===== src/inc/txawg_pkg.sv =====
package txawg_pkg;

    // ==========================================================
    // register map (byte addresses, one word each)
    localparam logic [7:0] OFS_RAM_CTRL = 8'h00;
    localparam logic [7:0] OFS_RAM_DATA = 8'h04;
    localparam logic [7:0] OFS_SHAPE    = 8'h08;
    localparam logic [7:0] OFS_GAIN     = 8'h0C;
    localparam logic [7:0] OFS_TXCFG0   = 8'h10;
    localparam logic [7:0] OFS_LINE_ST  = 8'h14;
    localparam logic [7:0] OFS_IRQ_FLAG = 8'h18;
    localparam logic [7:0] OFS_IRQ_MASK = 8'h1C;
    localparam logic [7:0] OFS_IRQ_EDGE = 8'h20;
    localparam logic [7:0] OFS_TPL_LOAD = 8'h24;

    // ==========================================================
    // field positions
    localparam int IDX_MSB   = 4;
    localparam int DIR_BIT   = 5;
    localparam int GO_BIT    = 6;
    localparam int AMP_MSB   = 6;
    localparam int USER_BIT  = 3;
    localparam int TPL_MSB   = 2;
    localparam int GAIN_MSB  = 5;
    localparam int DRVEN_BIT = 6;
    localparam int TRIOC_BIT = 4;
    localparam int SING_BIT  = 3;
    localparam int OC_BIT    = 4;
    localparam int OVF_BIT   = 7;

    // ==========================================================
    // waveform geometry and reset values
    localparam int          NUM_PHASES  = 20;
    localparam int          UI_PHASES   = 16;
    localparam int          TAIL_PHASES = 4;
    localparam int          NUM_TPL     = 8;
    localparam int          AMP_MAX     = 63;
    localparam logic [5:0]  GAIN_RST    = 6'h36;
    localparam logic [3:0]  SHAPE_RST   = 4'h0;

    typedef struct packed {
        logic drv_en;
        logic tri_oc;
        logic single_ended;
    } txawg_txcfg_s;

    localparam txawg_txcfg_s TXCFG_RST = '{drv_en: 1'b1, tri_oc: 1'b0, single_ended: 1'b0};

    typedef enum logic [1:0] {
        TXAWG_ACC_IDLE = 2'b00,
        TXAWG_ACC_RUN  = 2'b01
    } txawg_acc_e;

    // ==========================================================
    // standard sample sets, sample 1 in the low byte
    localparam logic [159:0] TPL_ROM [NUM_TPL] = '{
        160'h0000_4142_4344_4547_494A_4A23_2425_2525_2627_2717,
        160'h0041_4243_4446_484A_4D4F_5025_2627_2829_2A2C_2E1B,
        160'h0041_4243_4446_484B_5053_5725_2829_2A2B_2C2F_341F,
        160'h0041_4243_4446_484C_5358_5828_2A2C_2D2E_2F35_3B20,
        160'h0041_4243_4447_494F_575E_5F29_2C2D_2E2F_3338_3F20,
        160'h30_0C00_0000,
        160'h3C_0F00_0000,
        160'h0000_4142_4344_4547_494A_4A23_2425_2525_2627_2717
    };

    function automatic logic signed [7:0] sm_to_signed(input logic [6:0] v);
        logic signed [7:0] m;
        m = signed'({2'h0, v[AMP_MSB-1:0]});
        return v[AMP_MSB] ? -m : m;
    endfunction

endpackage


===== src/logic/txawg_ctrl.sv =====
// Our own choices: the APB slave port and the placing of the registers.
`timescale 1ns/10ps

// Contract
// - shape select 1XXX uses user waveform memory
// - twenty sub-phases addressed by five-bit index
// - amplitudes are seven-bit signed magnitude
// - eight read-only standard sample sets
// - go with direction zero stores data amplitude
// - go with direction one returns stored amplitude
// - gain field scales transmitted amplitude
// - summed overlap beyond maximum sets overflow flag
// - overflow interrupt only when enabled
// - global enable pin low tristates driver
// - driver enable bit clear tristates channel
// - tristate leaves internal logic running
// - over-current limits or tristates per bit
// - line status shows present over-current
// - over-current flag on rising or any edge
// - over-current flag drives interrupt unless masked
// - single-ended uses positive pin only
module txawg_ctrl #(
    parameter int PHASE_DIV = 4
) (
    input  wire logic        i_mclk,           // 10 MHz clock
    input  wire logic        i_srst,           // sync reset, high
    input  wire logic        i_psel,           // apb select
    input  wire logic        i_penable,        // apb enable
    input  wire logic        i_pwrite,         // apb direction
    input  wire logic [7:0]  i_paddr,          // apb byte address
    input  wire logic [31:0] i_pwdata,         // apb write data
    output logic      [31:0] o_prdata,         // apb read data
    output logic             o_pready,         // apb ready
    output logic             o_pslverr,        // apb error, unmapped
    input  wire logic        i_tx_mark,        // line bit, sampled per ui
    input  wire logic        i_oe_pin,         // global output enable pin
    input  wire logic        i_tx_overcurrent, // driver over-current sense
    output logic      [12:0] o_dac_level,      // signed scaled amplitude
    output logic             o_line_p_oe,      // positive pin drive
    output logic             o_line_n_oe,      // negative pin drive
    output logic             o_current_limit,  // limit output current
    output logic             o_irq             // interrupt, high level
);

    // ==========================================================
    // pin synchronisers
    logic oe_m_r, oe_s_r, oc_m_r, oc_s_r, oc_d_r;

    always_ff @(posedge i_mclk) begin
        if (i_srst) begin
            oe_m_r <= 1'b0;
            oe_s_r <= 1'b0;
            oc_m_r <= 1'b0;
            oc_s_r <= 1'b0;
            oc_d_r <= 1'b0;
        end else begin
            oe_m_r <= i_oe_pin;
            oe_s_r <= oe_m_r;
            oc_m_r <= i_tx_overcurrent;
            oc_s_r <= oc_m_r;
            oc_d_r <= oc_s_r;
        end
    end

    // ==========================================================
    // apb slave and registers
    logic [4:0]             idx_r, idx_nxt;
    logic                   dir_r, dir_nxt;
    txawg_pkg::txawg_acc_e  acc_r, acc_nxt;
    logic [6:0]             data_r, data_nxt;
    logic [6:0]             ram_r [txawg_pkg::NUM_PHASES];
    logic [6:0]             ram_nxt [txawg_pkg::NUM_PHASES];
    logic [3:0]             shape_r, shape_nxt;
    logic [5:0]             gain_r, gain_nxt;
    logic [2:0]             tpl_r, tpl_nxt;
    txawg_pkg::txawg_txcfg_s cfg_r, cfg_nxt;
    logic [7:0]             flag_r, flag_nxt;
    logic [7:0]             mask_r, mask_nxt;
    logic [7:0]             edge_r, edge_nxt;
    logic [31:0]            prdata_nxt;
    logic                   pready_nxt, pslverr_nxt, irq_nxt;
    logic                   wr_en, setup, hit;
    logic                   ovf_hit, tick;
    logic [6:0]             rd_word;

    assign setup   = i_psel && !i_penable;
    assign wr_en   = i_psel && i_penable && o_pready && i_pwrite;
    assign rd_word = ram_r[idx_r];

    always_comb begin
        hit = 1'b1;
        prdata_nxt = '0;
        if (i_paddr == txawg_pkg::OFS_RAM_CTRL) begin
            prdata_nxt[txawg_pkg::GO_BIT] = (acc_r == txawg_pkg::TXAWG_ACC_RUN);
            prdata_nxt[txawg_pkg::DIR_BIT] = dir_r;
            prdata_nxt[txawg_pkg::IDX_MSB:0] = idx_r;
        end else if (i_paddr == txawg_pkg::OFS_RAM_DATA) begin
            prdata_nxt[txawg_pkg::AMP_MSB:0] = data_r;
        end else if (i_paddr == txawg_pkg::OFS_SHAPE) begin
            prdata_nxt[txawg_pkg::USER_BIT:0] = shape_r;
        end else if (i_paddr == txawg_pkg::OFS_GAIN) begin
            prdata_nxt[txawg_pkg::GAIN_MSB:0] = gain_r;
        end else if (i_paddr == txawg_pkg::OFS_TXCFG0) begin
            prdata_nxt[txawg_pkg::DRVEN_BIT] = cfg_r.drv_en;
            prdata_nxt[txawg_pkg::TRIOC_BIT] = cfg_r.tri_oc;
            prdata_nxt[txawg_pkg::SING_BIT] = cfg_r.single_ended;
        end else if (i_paddr == txawg_pkg::OFS_LINE_ST) begin
            prdata_nxt[txawg_pkg::OC_BIT] = oc_s_r;
        end else if (i_paddr == txawg_pkg::OFS_IRQ_FLAG) begin
            prdata_nxt[7:0] = flag_r;
        end else if (i_paddr == txawg_pkg::OFS_IRQ_MASK) begin
            prdata_nxt[7:0] = mask_r;
        end else if (i_paddr == txawg_pkg::OFS_IRQ_EDGE) begin
            prdata_nxt[7:0] = edge_r;
        end else if (i_paddr == txawg_pkg::OFS_TPL_LOAD) begin
            prdata_nxt[txawg_pkg::TPL_MSB:0] = tpl_r;
        end else begin
            hit = 1'b0;
        end
        // zero-wait slave: ready in the first access cycle
        pready_nxt  = setup;
        pslverr_nxt = setup && !hit;
        if (!setup) begin
            prdata_nxt = o_prdata;
        end
    end

    always_comb begin
        idx_nxt   = idx_r;
        dir_nxt   = dir_r;
        acc_nxt   = acc_r;
        data_nxt  = data_r;
        ram_nxt   = ram_r;
        shape_nxt = shape_r;
        gain_nxt  = gain_r;
        tpl_nxt   = tpl_r;
        cfg_nxt   = cfg_r;
        mask_nxt  = mask_r;
        edge_nxt  = edge_r;
        flag_nxt  = flag_r;
        if (wr_en) begin
            if (i_paddr == txawg_pkg::OFS_RAM_CTRL) begin
                idx_nxt = i_pwdata[txawg_pkg::IDX_MSB:0];
                dir_nxt = i_pwdata[txawg_pkg::DIR_BIT];
                if (i_pwdata[txawg_pkg::GO_BIT] && acc_r == txawg_pkg::TXAWG_ACC_IDLE) begin
                    acc_nxt = txawg_pkg::TXAWG_ACC_RUN;
                end
            end else if (i_paddr == txawg_pkg::OFS_RAM_DATA) begin
                data_nxt = i_pwdata[txawg_pkg::AMP_MSB:0];
            end else if (i_paddr == txawg_pkg::OFS_SHAPE) begin
                shape_nxt = i_pwdata[txawg_pkg::USER_BIT:0];
            end else if (i_paddr == txawg_pkg::OFS_GAIN) begin
                gain_nxt = i_pwdata[txawg_pkg::GAIN_MSB:0];
            end else if (i_paddr == txawg_pkg::OFS_TXCFG0) begin
                cfg_nxt.drv_en       = i_pwdata[txawg_pkg::DRVEN_BIT];
                cfg_nxt.tri_oc       = i_pwdata[txawg_pkg::TRIOC_BIT];
                cfg_nxt.single_ended = i_pwdata[txawg_pkg::SING_BIT];
            end else if (i_paddr == txawg_pkg::OFS_IRQ_FLAG) begin
                flag_nxt = flag_r & ~i_pwdata[7:0];
            end else if (i_paddr == txawg_pkg::OFS_IRQ_MASK) begin
                mask_nxt = i_pwdata[7:0];
            end else if (i_paddr == txawg_pkg::OFS_IRQ_EDGE) begin
                edge_nxt = i_pwdata[7:0];
            end else if (i_paddr == txawg_pkg::OFS_TPL_LOAD) begin
                // whole set copied at once as the editing reference
                tpl_nxt = i_pwdata[txawg_pkg::TPL_MSB:0];
                for (int k = 0; k < txawg_pkg::NUM_PHASES; k++) begin
                    ram_nxt[k] = txawg_pkg::TPL_ROM[tpl_nxt][8*k +: 7];
                end
            end
        end
        // indirect access runs one cycle after go; out-of-range index is a no-op
        case (acc_r)
            txawg_pkg::TXAWG_ACC_RUN: begin
                if (idx_r < 5'(txawg_pkg::NUM_PHASES)) begin
                    if (dir_r) begin
                        data_nxt = rd_word;
                    end else begin
                        ram_nxt[idx_r] = data_r;
                    end
                end
                acc_nxt = txawg_pkg::TXAWG_ACC_IDLE;
            end
            default: begin
                acc_nxt = acc_nxt;
            end
        endcase
        // hardware set wins over a same-cycle clear
        if (ovf_hit && tick) begin
            flag_nxt[txawg_pkg::OVF_BIT] = 1'b1;
        end
        if (edge_r[txawg_pkg::OC_BIT] ? (oc_s_r ^ oc_d_r) : (oc_s_r && !oc_d_r)) begin
            flag_nxt[txawg_pkg::OC_BIT] = 1'b1;
        end
        irq_nxt = |(flag_nxt & mask_nxt);
    end

    always_ff @(posedge i_mclk) begin
        if (i_srst) begin
            idx_r     <= '0;
            dir_r     <= 1'b0;
            acc_r     <= txawg_pkg::TXAWG_ACC_IDLE;
            data_r    <= '0;
            ram_r     <= '{default: '0};
            shape_r   <= txawg_pkg::SHAPE_RST;
            gain_r    <= txawg_pkg::GAIN_RST;
            tpl_r     <= '0;
            cfg_r     <= txawg_pkg::TXCFG_RST;
            flag_r    <= '0;
            mask_r    <= '0;
            edge_r    <= '0;
            o_prdata  <= '0;
            o_pready  <= 1'b0;
            o_pslverr <= 1'b0;
            o_irq     <= 1'b0;
        end else begin
            idx_r     <= idx_nxt;
            dir_r     <= dir_nxt;
            acc_r     <= acc_nxt;
            data_r    <= data_nxt;
            ram_r     <= ram_nxt;
            shape_r   <= shape_nxt;
            gain_r    <= gain_nxt;
            tpl_r     <= tpl_nxt;
            cfg_r     <= cfg_nxt;
            flag_r    <= flag_nxt;
            mask_r    <= mask_nxt;
            edge_r    <= edge_nxt;
            o_prdata  <= prdata_nxt;
            o_pready  <= pready_nxt;
            o_pslverr <= pslverr_nxt;
            o_irq     <= irq_nxt;
        end
    end

    // ==========================================================
    // pulse engine: 16 phases per ui, 4-phase tail overlaps next ui
    logic [$clog2(PHASE_DIV+1)-1:0] div_r, div_nxt;
    logic [3:0]                     ph_r, ph_nxt;
    logic                           cur_r, cur_nxt, cur_neg_r, cur_neg_nxt;
    logic                           prv_r, prv_nxt, prv_neg_r, prv_neg_nxt;
    logic                           pol_r, pol_nxt;
    logic [6:0]                     smp_cur, smp_tail;
    logic [4:0]                     tail_idx;
    logic signed [7:0]              a_cur, a_tail, clip;
    logic signed [8:0]              sum;
    logic signed [14:0]             scaled;
    logic [12:0]                    level_nxt;
    logic                           p_oe_nxt, n_oe_nxt, limit_nxt, drive;

    assign tick = (div_r == ($bits(div_r))'(PHASE_DIV - 1));

    always_comb begin
        tail_idx = 5'({1'b0, ph_r} + 5'(txawg_pkg::UI_PHASES));
        if (shape_r[txawg_pkg::USER_BIT]) begin
            smp_cur  = ram_r[ph_r];
            smp_tail = ram_r[tail_idx];
        end else begin
            smp_cur  = txawg_pkg::TPL_ROM[shape_r[txawg_pkg::TPL_MSB:0]][8*ph_r +: 7];
            smp_tail = txawg_pkg::TPL_ROM[shape_r[txawg_pkg::TPL_MSB:0]][8*tail_idx +: 7];
        end
        a_cur  = cur_r ? txawg_pkg::sm_to_signed(smp_cur) : 8'sh00;
        a_tail = (prv_r && ph_r < 4'(txawg_pkg::TAIL_PHASES))
               ? txawg_pkg::sm_to_signed(smp_tail) : 8'sh00;
        if (cur_neg_r) begin
            a_cur = -a_cur;
        end
        if (prv_neg_r) begin
            a_tail = -a_tail;
        end
        sum = 9'(a_cur) + 9'(a_tail);
        ovf_hit = (sum > 9'(txawg_pkg::AMP_MAX)) || (sum < -9'(txawg_pkg::AMP_MAX));
        if (sum > 9'(txawg_pkg::AMP_MAX)) begin
            clip = 8'(txawg_pkg::AMP_MAX);
        end else if (sum < -9'(txawg_pkg::AMP_MAX)) begin
            clip = -8'(txawg_pkg::AMP_MAX);
        end else begin
            clip = 8'(sum);
        end
        scaled    = 15'(clip) * signed'({9'h000, gain_r});
        level_nxt = tick ? scaled[12:0] : o_dac_level;
        div_nxt     = tick ? '0 : div_r + 1'b1;
        ph_nxt      = ph_r;
        cur_nxt     = cur_r;
        cur_neg_nxt = cur_neg_r;
        prv_nxt     = prv_r;
        prv_neg_nxt = prv_neg_r;
        pol_nxt     = pol_r;
        if (tick) begin
            ph_nxt = ph_r + 1'b1;
            if (ph_r == 4'(txawg_pkg::UI_PHASES - 1)) begin
                prv_nxt     = cur_r;
                prv_neg_nxt = cur_neg_r;
                cur_nxt     = i_tx_mark;
                cur_neg_nxt = pol_r;
                pol_nxt     = pol_r ^ i_tx_mark;
            end
        end
        // output gating only; the engine above keeps running
        drive     = oe_s_r && cfg_r.drv_en && !(oc_s_r && cfg_r.tri_oc);
        p_oe_nxt  = drive;
        n_oe_nxt  = drive && !cfg_r.single_ended;
        limit_nxt = oc_s_r && !cfg_r.tri_oc;
    end

    always_ff @(posedge i_mclk) begin
        if (i_srst) begin
            div_r           <= '0;
            ph_r            <= '0;
            cur_r           <= 1'b0;
            cur_neg_r       <= 1'b0;
            prv_r           <= 1'b0;
            prv_neg_r       <= 1'b0;
            pol_r           <= 1'b0;
            o_dac_level     <= '0;
            o_line_p_oe     <= 1'b0;
            o_line_n_oe     <= 1'b0;
            o_current_limit <= 1'b0;
        end else begin
            div_r           <= div_nxt;
            ph_r            <= ph_nxt;
            cur_r           <= cur_nxt;
            cur_neg_r       <= cur_neg_nxt;
            prv_r           <= prv_nxt;
            prv_neg_r       <= prv_neg_nxt;
            pol_r           <= pol_nxt;
            o_dac_level     <= level_nxt;
            o_line_p_oe     <= p_oe_nxt;
            o_line_n_oe     <= n_oe_nxt;
            o_current_limit <= limit_nxt;
        end
    end
endmodule


===== config.mk =====
export PLATFORM = sky130hd
export DESIGN_NAME = txawg_ctrl
export DESIGN_NICKNAME = d
export VERILOG_FILES = /design/src/inc/txawg_pkg.sv /design/src/logic/txawg_ctrl.sv
export SDC_FILE = /design/constraint.sdc
export NUM_CORES = 1
export LEC_CHECK = 0
export BUFFER_PORTS_ARGS = -buffer_cell sky130_fd_sc_hd__buf_4
export CORE_ASPECT_RATIO = 1.2
export CORE_MARGIN = 3
export CORE_UTILIZATION = 50
export CTS_CLUSTER_SIZE = 24
export DETAILED_ROUTE_END_ITERATION = 10
export PLACE_DENSITY_LB_ADDON = 0.25
export SYNTH_ARGS = -nofsm -noshare
export SYNTH_HDL_FRONTEND = slang
export SYNTH_SLANG_ARGS = --single-unit

===== constraint.sdc =====
create_clock -name i_mclk -period 20.7 [get_ports i_mclk]
set_input_delay 1.035 -clock i_mclk [delete_from_list [all_inputs] [get_ports i_mclk]]
set_output_delay 1.035 -clock i_mclk [all_outputs]
set_load 0.05 [all_outputs]

==> impl_metrics.py, run 1 <==
metrics = {
    "pwr": {
        "p_int_mw": 0.7602,
        "p_seq_share_pct": 45.3,
        "p_sw_mw": 0.2597,
        "switching_share_pct": 25.46,
        "leakage_nw": 6.534,
        "ir_drop_mv": 0.06276,
        "powerDensity_nw_per_um2": 56.65,
        "comb_power_share_pct": 6.7,
        "p_clk_share_pct": 47.9,
    },
    "sta": {
        "fin_worst_skew_ns": 0.01728,
        "setup_viol": 0,
        "maxSlewHeadroom_pct": 19.76,
        "post-route-period-util_pct": 50.04,
        "final_max_slew_viol_count": 0,
        "rsz0062_at_grt": "no",
        "hold_violations": 0,
        "worst-slew-pin-transition_ns": 1.202,
        "fmax_mhz": 96.53,
        "period_minus_slack_ns": 10.36,
        "setup_tns_ns": 0,
    },
    "setup_path": {
        "start_kind": "flip-flop",
        "crit_end": "o_dac_level[12]",
        "arrival_ns": 10.83,
        "crit_required_ns": 21.17,
        "worst-path-buf-inv": 7,
        "cp_num_cells": 37,
        "reg2reg_from": "ph_r[1]",
        "critical_path_class": "reg2reg",
        "cpMaxStageDelayCell": "dfxtp_4",
        "startpoint": "ph_r[1]",
        "critical_path.max_fanout": 48,
        "r2r_end": "o_dac_level[12]",
        "cp_common_cell": "a21oi_1",
        "ff2ff_setup_slack_ns": 10.34,
        "reg2reg_depth": 37,
        "cp-end-kind": "flip-flop",
        "crit_family": "compound AO/OA/AOI/OAI gates",
        "max_stage_delay_ns": 0.66,
    },
    "detailed_routing": {
        "first_pass_iters": 6,
        "ant_nets": 0,
        "vias": 15780,
        "wl_um": 55180,
        "drt-initial-drc-count": 1739,
        "via_per_inst": 6.380,
        "drc": 0,
        "avgRoutedWirePerCell_um": 22.31,
    },
    "min_path": {
        "hold_class": "reg2reg",
        "min_from": "div_r[0]",
    },
    "synth": {
        "synthArstFlopShare_pct": 0,
        "synth_flop_cell": "dfxtp_1",
        "synthTopCellsByArea": "dfxtp_1 28%, mux4_2 8.1%, nand2_1 5.9%",
        "ys_seq_area_share_pct": 28.45,
        "synth_cells": 2062,
        "yosysUniqueCellTypes": 85,
        "synth_edf_count": 0,
        "syn_avg_cell_area_um2": 8.121,
        "yosysWarnings": 0,
        "synth-seq-cells": 238,
        "syn-cell-area_um2": 16750,
        "yosysTopAreaCell": "dfxtp_1",
        "synth_top_area_share_pct": 28.45,
    },
    "die": {
        "die_h_um": 206.5,
        "num_io_pins": 99,
        "core_um2": 32610,
        "start_util_pct": 51.35,
        "fp.dieArea_um2": 35730,
        "rows": 72,
        "die_x_um": 173.1,
    },
    "clock_tree": {
        "clk_pin_slew_worst_paths_ns": 0.06,
        "cts_tree": "built",
        "cts_setup_buffers": 0,
        "cts-hold-fix-buffers": 0,
        "htree_levels": 1,
        "cts_made_buffers": 27,
        "clk_path_buf_depth": 3,
        "ctsResizeCount": 0,
        "insertion_delay_ns": 0.57,
        "cts-root-buf": "clkbuf_16",
        "cts.sinks": 238,
    },
    "global_route": {
        "grtUsageTotal_pct": 29.95,
        "grt_pass1_vias": 14910,
        "grt_overflow": 0,
        "grt_max_degree": 92,
        "grt_pass1_wl_um": 85030,
        "antenna_found_initial": 0,
    },
    "placed_design": {
        "dp_cells": 2423,
        "io_buffers": 50,
        "hpwl_um": 37960,
        "routabilityCongestion": 0.9770,
    },
    "finish": {
        "final_net_count": 2143,
        "n_antenna_cell": 0,
        "fillers": 3078,
        "syn_to_final_growth_pct": 7.517,
        "stdcell_count": 2473,
        "drive_gt1_share_pct": 10.55,
    },
    "outcome": {
        "status": "finished, final reports clean",
    },
    "job": {
        "max_cap_viol_count": 0,
    },
}
==> synthesized netlist by cell type (10+ instances only) <==
| library cell | count |
|---|---|
| buf_2 | 19 |
| buf_4 | 32 |
| a21oi_1 | 185 |
| dfxtp_1 | 238 |
| nand2_1 | 264 |
| mux2i_1 | 60 |
| nor2b_1 | 30 |
| fa_1 | 31 |
| nand3_1 | 92 |
| nor2_1 | 225 |
| nor3_1 | 69 |
| a311oi_1 | 23 |
| o211ai_1 | 44 |
| a211oi_1 | 51 |
| a21o_1 | 10 |
| a31oi_1 | 18 |
| nand2b_1 | 24 |
| clkbuf_1 | 114 |
| ha_1 | 56 |
| a22oi_1 | 14 |
| xnor2_1 | 29 |
| o21ai_0 | 75 |
| mux2_2 | 12 |
| and3_1 | 10 |
| mux4_2 | 60 |
| inv_1 | 87 |
==> area by class of cell <==
type	count	area, um^2	area share, %
Sequential cell	238	4772	26.50
Inverter	90	337.8	1.876
Clock buffer	43	815.8	4.531
Timing Repair Buffer	73	551.8	3.065
Tap cell	444	555.5	3.085
Clock inverter	7	72.57	0.4031
Multi-Input combinational cell	1578	10900	60.53
==> routing by layer <==
| layer | track usage [%] | routed length [um] |
|---|---|---|
| met1 | 36.58 | 21050 |
| met2 | 51.43 | 26470 |
| met3 | 3.951 | 4334 |
| met4 | 16.57 | 3318 |
| met5 | 0 | 0 |
==> worst reg2reg max path, delay by kind of cell (launching register included) <==
family          cells  cell delay (ns)
fa+ha+maj           8             3.05
flops               1             0.66
mux                 2             1.03
compound gates     15             3.18
xor+xnor            1             0.09
simple gates        4             0.93
buf+inv             7             1.31
==> power by group through the flow <==
stage | combinational [mW] | sequential (mW) | clock (mW)
5_1_grt | 0.0729 | 0.463 | 0.513
2_1_floorplan | 0.0486 | 0.477 | 0
3_5_place_dp | 0.0677 | 0.473 | 0
4_1_cts | 0.0677 | 0.463 | 0.497
6_report | 0.0686 | 0.463 | 0.489
3_3_place_gp | 0.0670 | 0.473 | 0
==> registers in the layout, indices dropped and copies added, names as in the netlist, 3 cells and up <==
name and cells:
tpl_r 3, o_dac_level 13, cfg_r 3, ram_r 140, idx_r 5, flag_r 8, ph_r 4, o_prdata 8
data_r 7, mask_r 8, div_r 3, gain_r 6, edge_r 8, shape_r 4
==> cells in the final DEF (no fill, tap or decap), drive strengths merged, types with 10 or more instances in the layout <==
cell and count:
nand2 264, o211ai 44, a211oi 51, xnor2 29, buf 73, and3 10, nand2b 24, and2 10
nor2 225, nor2b 30, a21oi 185, mux2 12, o21ai 77, a311oi 24, inv 88, o22ai 10
mux2i 60, a21o 10, a22oi 14, dfxtp 238, nand3 92, a31oi 19, mux4 68, nor3 69
fa 31, ha 56, conb 24, clkbuf 43
==> kinds of logic after synthesis <==
| group | synth area share (%) |
|---|---|
| adders and majority gates | 7.890 |
| and+or+nand+nor | 20.97 |
| other | 0.02239 |
| xor gates and xnor gates | 1.935 |
| DFF | 28.45 |
| muxes | 13.72 |
| AOI/OAI and AO/OA | 19.87 |
| buffers and inverters | 7.150 |
==> worst min-delay path by stage <==
stage	end	slack, ns	cells after the start
floorplan	div_r[0]	0.40	1
global placement	div_r[0]	0.41	1
detailed placement	div_r[0]	0.42	1
CTS	div_r[0]	0.43	1
global route	div_r[0]	0.46	1
finish	div_r[0]	0.43	1
==> stage by stage <==
| stage | hold WS, ns | area (um^2) | util [%] | worst slack, ns | total power, mW |
|---|---|---|---|---|---|
| 3_5_place_dp | 0.4242 | 17120 | 52.49 | 10.40 | 0.5404 |
| 6_report | 0.4304 | 18000 | 55.21 | 10.34 | 1.020 |
| 3_3_place_gp | 0.4141 | 17120 | 52.49 | 10.55 | 0.5396 |
| 5_1_grt | 0.4572 | 18000 | 55.21 | 9.766 | 1.049 |
| 4_1_cts | 0.4333 | 18000 | 55.21 | 10.39 | 1.027 |
| 2_1_floorplan | 0.4043 | 16830 | - | 11.52 | 0.5258 |
Note: power is estimated with default switching activity, not from simulation.
==> inputs of run 2 (changes only) <==
Clock period 20.7 ns to 10.16 ns, I/O delays scaled along.
==> impl_metrics.py, run 2 (synthesis results as in run 1) <==
metrics = {
    "finish": {
        "drive_gt1_share_pct": 11.51,
        "design_area_um2": 18200,
        "largest_reg_flops": 140,
        "final_cell_mix": "264 x nand2_1, 234 x dfxtp_1, 225 x nor2_1, 185 x a21oi_1, 95 x buf_4",
        "n_antenna_cell": 0,
        "regMostFlops": "ram_r",
        "final_common_cell": "nand2_1",
        "stdcell_count": 2495,
        "fin_util_pct": 55.82,
        "reg_top3": "ram_r (140), o_dac_level (13)",
        "fillers": 3004,
        "final_net_count": 2167,
        "syn_to_final_growth_pct": 8.697,
    },
    "global_route": {
        "grt_pass1_wl_um": 86290,
        "grt_overflow": 0,
        "use_met3_pct": 4.502,
        "antenna_found_initial": 0,
        "top_usage_layer": "met2",
        "grtUsageTotal_pct": 30.24,
        "grt_max_degree": 95,
        "use_met1_pct": 35.89,
        "met2_usage_pct": 52.39,
        "grt_pass1_vias": 15400,
    },
    "setup_path": {
        "critical_path_class": "reg2reg",
        "arrival_ns": 10.14,
        "start_kind": "flip-flop",
        "crit_required_ns": 10.62,
        "worst-path-buf-inv": 6,
        "cp-end-kind": "flip-flop",
        "critical_path.max_fanout": 20,
        "cpMaxStageDelayCell": "dfxtp_1",
        "max_stage_delay_ns": 0.80,
        "crit_family": "compound AO/OA/AOI/OAI gates",
        "cp_common_cell": "inv_1",
    },
    "sta": {
        "rsz0062_at_grt": "no",
        "setup_viol": 0,
        "fin_worst_skew_ns": 0.02269,
        "post-route-period-util_pct": 95.27,
        "whs_ns": 0.1873,
        "fmax_mhz": 103.3,
        "worst_slack_ns": 0.4808,
        "period_minus_slack_ns": 9.679,
        "maxSlewHeadroom_pct": 16.04,
        "final_max_slew_viol_count": 0,
        "worst-slew-pin-transition_ns": 1.258,
        "hold_violations": 0,
        "setup_tns_ns": 0,
    },
    "clock_tree": {
        "cts_setup_buffers": 0,
        "cts.sinks": 238,
        "htree_levels": 1,
        "cts_tree": "built",
        "cts-hold-fix-buffers": 0,
        "clk_pin_slew_worst_paths_ns": 0.06,
        "cts-root-buf": "clkbuf_16",
        "insertion_delay_ns": 0.56,
        "ctsResizeCount": 0,
        "clk_path_buf_depth": 3,
        "cts_made_buffers": 27,
    },
    "detailed_routing": {
        "drt-initial-drc-count": 1911,
        "drc": 0,
        "vias": 16080,
        "first_pass_iters": 8,
        "ant_nets": 0,
        "avgRoutedWirePerCell_um": 22.34,
        "via_per_inst": 6.445,
        "wl_um": 55750,
    },
    "placed_design": {
        "dp_slack_ns": 0.6115,
        "io_buffers": 50,
        "routabilityCongestion": 0.9536,
        "dp_cells": 2447,
        "hpwl_um": 39180,
        "dpl_cell_area_um2": 17310,
    },
    "die": {
        "fp.dieArea_um2": 35730,
        "rows": 72,
        "core_um2": 32610,
        "die_h_um": 206.5,
        "num_io_pins": 99,
        "die_x_um": 173.1,
        "start_util_pct": 51.35,
    },
    "pwr": {
        "leakage_nw": 6.663,
        "ir_drop_mv": 0.1266,
        "powerDensity_nw_per_um2": 114.1,
        "power.total_mw": 2.077,
    },
    "job": {
        "max_cap_viol_count": 0,
    },
    "min_path": {
        "hold_class": "in2reg",
    },
    "outcome": {
        "status": "finished, final reports clean",
    },
}
run 2: changes by cell type in the layout (fill, tap and decap cells not counted):
cell,change
dfxtp_4,+1
buf_4,+23
clkinvlp_4,-1
bufinv_16,+1
clkinv_2,+1
clkbuf_16,+1
clkbuf_8,-3
buf_12,+1
dfxtp_2,-1
inv_6,-1
run 2: power breakdown:
| group | leakage [nW] | internal, mW | switching [mW] |
|---|---|---|---|
| Sequential | 1.92 | 0.939 | 0.00759 |
| Clock | 0.435 | 0.590 | 0.402 |
| Combinational | 4.31 | 0.0373 | 0.100 |
| Total | 6.66 | 1.57 | 0.510 |
run 2: layout make-up:
class	count	area, um^2	share of cell area, %
repair buffers	97	744.5	4.090
inverters	90	337.8	1.856
well taps	444	555.5	3.052
flip-flops and latches	238	4775	26.23
clock buffers	41	799.5	4.392
clock inverters	7	91.34	0.5018
multi-input cells	1578	10900	59.88
run 2: routing by layer:
metal / part of all wire [%] / routed length (um)
met5: 0 / 0
met1: 37 / 20750
met4: 6.4 / 3578
met2: 48 / 26750
met3: 8.4 / 4676
run 2: final timing paths:
path	startpoint	endpoint	slack, ns	cells past startpoint
hold reg to reg	div_r[0]	div_r[0]	0.44	1
setup reg to reg	shape_r[2]	o_dac_level[12]	0.48	36
setup / recovery	shape_r[2]	o_dac_level[12]	0.48	36
hold / removal	i_tx_overcurrent	oc_m_r	0.19	2
==> inputs of run 3 (changes only) <==
Settings changed: CTS_BUF_LIST set to sky130_fd_sc_hd__clkbuf_8.
==> impl_metrics.py, run 3 (synthesis results as in run 1) <==
metrics = {
    "sta": {
        "fmax_mhz": 104.2,
        "rsz0062_at_grt": "no",
        "whs_ns": 0.1443,
        "hold_violations": 0,
        "setup_viol": 0,
        "fin_worst_skew_ns": 0.03661,
        "period_minus_slack_ns": 9.596,
        "worst_slack_ns": 0.5636,
        "setup_tns_ns": 0,
        "maxSlewHeadroom_pct": 17.10,
        "worst-slew-pin-transition_ns": 1.242,
        "post-route-period-util_pct": 94.45,
        "final_max_slew_viol_count": 0,
    },
    "min_path": {
        "hold_class": "in2reg",
    },
    "finish": {
        "drive_gt1_share_pct": 12.40,
        "largest_reg_flops": 140,
        "final_net_count": 2183,
        "final_common_cell": "nand2_1",
        "fin_util_pct": 55.73,
        "fillers": 3021,
        "n_antenna_cell": 0,
        "syn_to_final_growth_pct": 8.532,
        "final_cell_mix": "264 x nand2_1, 233 x dfxtp_1, 225 x nor2_1, 185 x a21oi_1, 103 x inv_1",
        "regMostFlops": "ram_r",
        "reg_top3": "ram_r (140), o_dac_level (13)",
    },
    "setup_path": {
        "cpMaxStageDelayCell": "dfxtp_4",
        "critical_path.max_fanout": 43,
        "arrival_ns": 10.07,
        "crit_required_ns": 10.64,
        "cp-end-kind": "flip-flop",
        "critical_path_class": "reg2reg",
        "max_stage_delay_ns": 0.71,
        "start_kind": "flip-flop",
        "cp_common_cell": "a21oi_1",
    },
    "clock_tree": {
        "cts_made_buffers": 43,
        "cts-hold-fix-buffers": 0,
        "insertion_delay_ns": 0.60,
        "htree_levels": 2,
        "cts-root-buf": "clkbuf_8",
        "clk_pin_slew_worst_paths_ns": 0.05,
        "clk_path_buf_depth": 3,
        "cts.sinks": 238,
        "cts_tree": "built",
    },
    "die": {
        "rows": 72,
        "die_x_um": 173.1,
        "fp.dieArea_um2": 35730,
        "num_io_pins": 99,
        "core_um2": 32610,
        "start_util_pct": 51.35,
        "die_h_um": 206.5,
    },
    "detailed_routing": {
        "drt-initial-drc-count": 1988,
        "via_per_inst": 6.393,
        "ant_nets": 0,
        "avgRoutedWirePerCell_um": 22.22,
        "drc": 0,
        "first_pass_iters": 7,
        "vias": 16140,
        "wl_um": 56080,
    },
    "placed_design": {
        "hpwl_um": 39180,
        "io_buffers": 50,
        "routabilityCongestion": 0.9536,
        "dp_slack_ns": 0.6115,
    },
    "global_route": {
        "grtUsageTotal_pct": 30.53,
        "antenna_found_initial": 0,
        "grt_overflow": 0,
        "grt_pass1_vias": 15550,
        "grt_pass1_wl_um": 86750,
        "grt_max_degree": 95,
    },
    "pwr": {
        "powerDensity_nw_per_um2": 110.9,
        "power.total_mw": 2.016,
        "leakage_nw": 6.735,
        "ir_drop_mv": 0.1027,
    },
    "outcome": {
        "status": "finished, final reports clean",
    },
    "job": {
        "max_cap_viol_count": 0,
    },
}
run 3: worst paths after layout:
check	startpoint	end	slack (ns)	depth (start not counted)
max	ph_r[1]	o_dac_level[12]	0.56	35
min reg2reg	div_r[0]	div_r[0]	0.44	1
min	i_tx_overcurrent	oc_m_r	0.14	2
max reg2reg	ph_r[1]	o_dac_level[12]	0.56	35
run 3: what timing repair did:
action / CTS / global route
setup buffers: 0 / 0
gates resized for setup: 0 / 2
endpoints found under the setup margin: 0 / 1
endpoints found under the hold margin: 0 / 0
run 3: final cells by class:
cell class                 instances  area [um^2]  share of cell area, %
multi-input combinational       1578        10900                  59.97
sequential                       238         4776                  26.28
timing repair buffer              97        744.5                  4.096
clock buffer                      50        688.2                  3.786
tap                              444        555.5                  3.057
inverter                          90        337.8                  1.859
clock inverter                    27        173.9                 0.9569
run 3: power by group:
part           internal [mW]  switching [mW]
logic                 0.0374           0.100
clock network          0.500           0.431
registers              0.939         0.00756
total                   1.48           0.539
run 3: stage by stage:
stage	std cells	instance area, um^2
after floorplan	2085	16830
after global placement	2447	17310
after CTS	2524	18170
after detailed placement	2447	17310
final	2524	18170
after global routing	2524	18170
run 3: worst max-delay path: cells and delay by family, from the launching register on:
| family | cells | cell delay (ns) |
|---|---|---|
| AOI/OAI and AO/OA | 15 | 3.18 |
| adders and majority gates | 8 | 3.02 |
| and+or+nand+nor | 4 | 0.96 |
| muxes | 2 | 0.96 |
| DFF | 1 | 0.71 |
| buffers and inverters | 5 | 0.51 |
| xor gates and xnor gates | 1 | 0.12 |
run 3: per-layer routing:
| layer | vias up | track usage [%] | share of wire (%) |
|---|---|---|---|
| met3 | 230 | 4.796 | 7.9 |
| met1 | 7645 | 36.12 | 38 |
| li1 | 7358 | - | - |
| met4 | 0 | 19.06 | 6.6 |
| met2 | 904 | 52.21 | 48 |
| met5 | - | 0 | 0 |
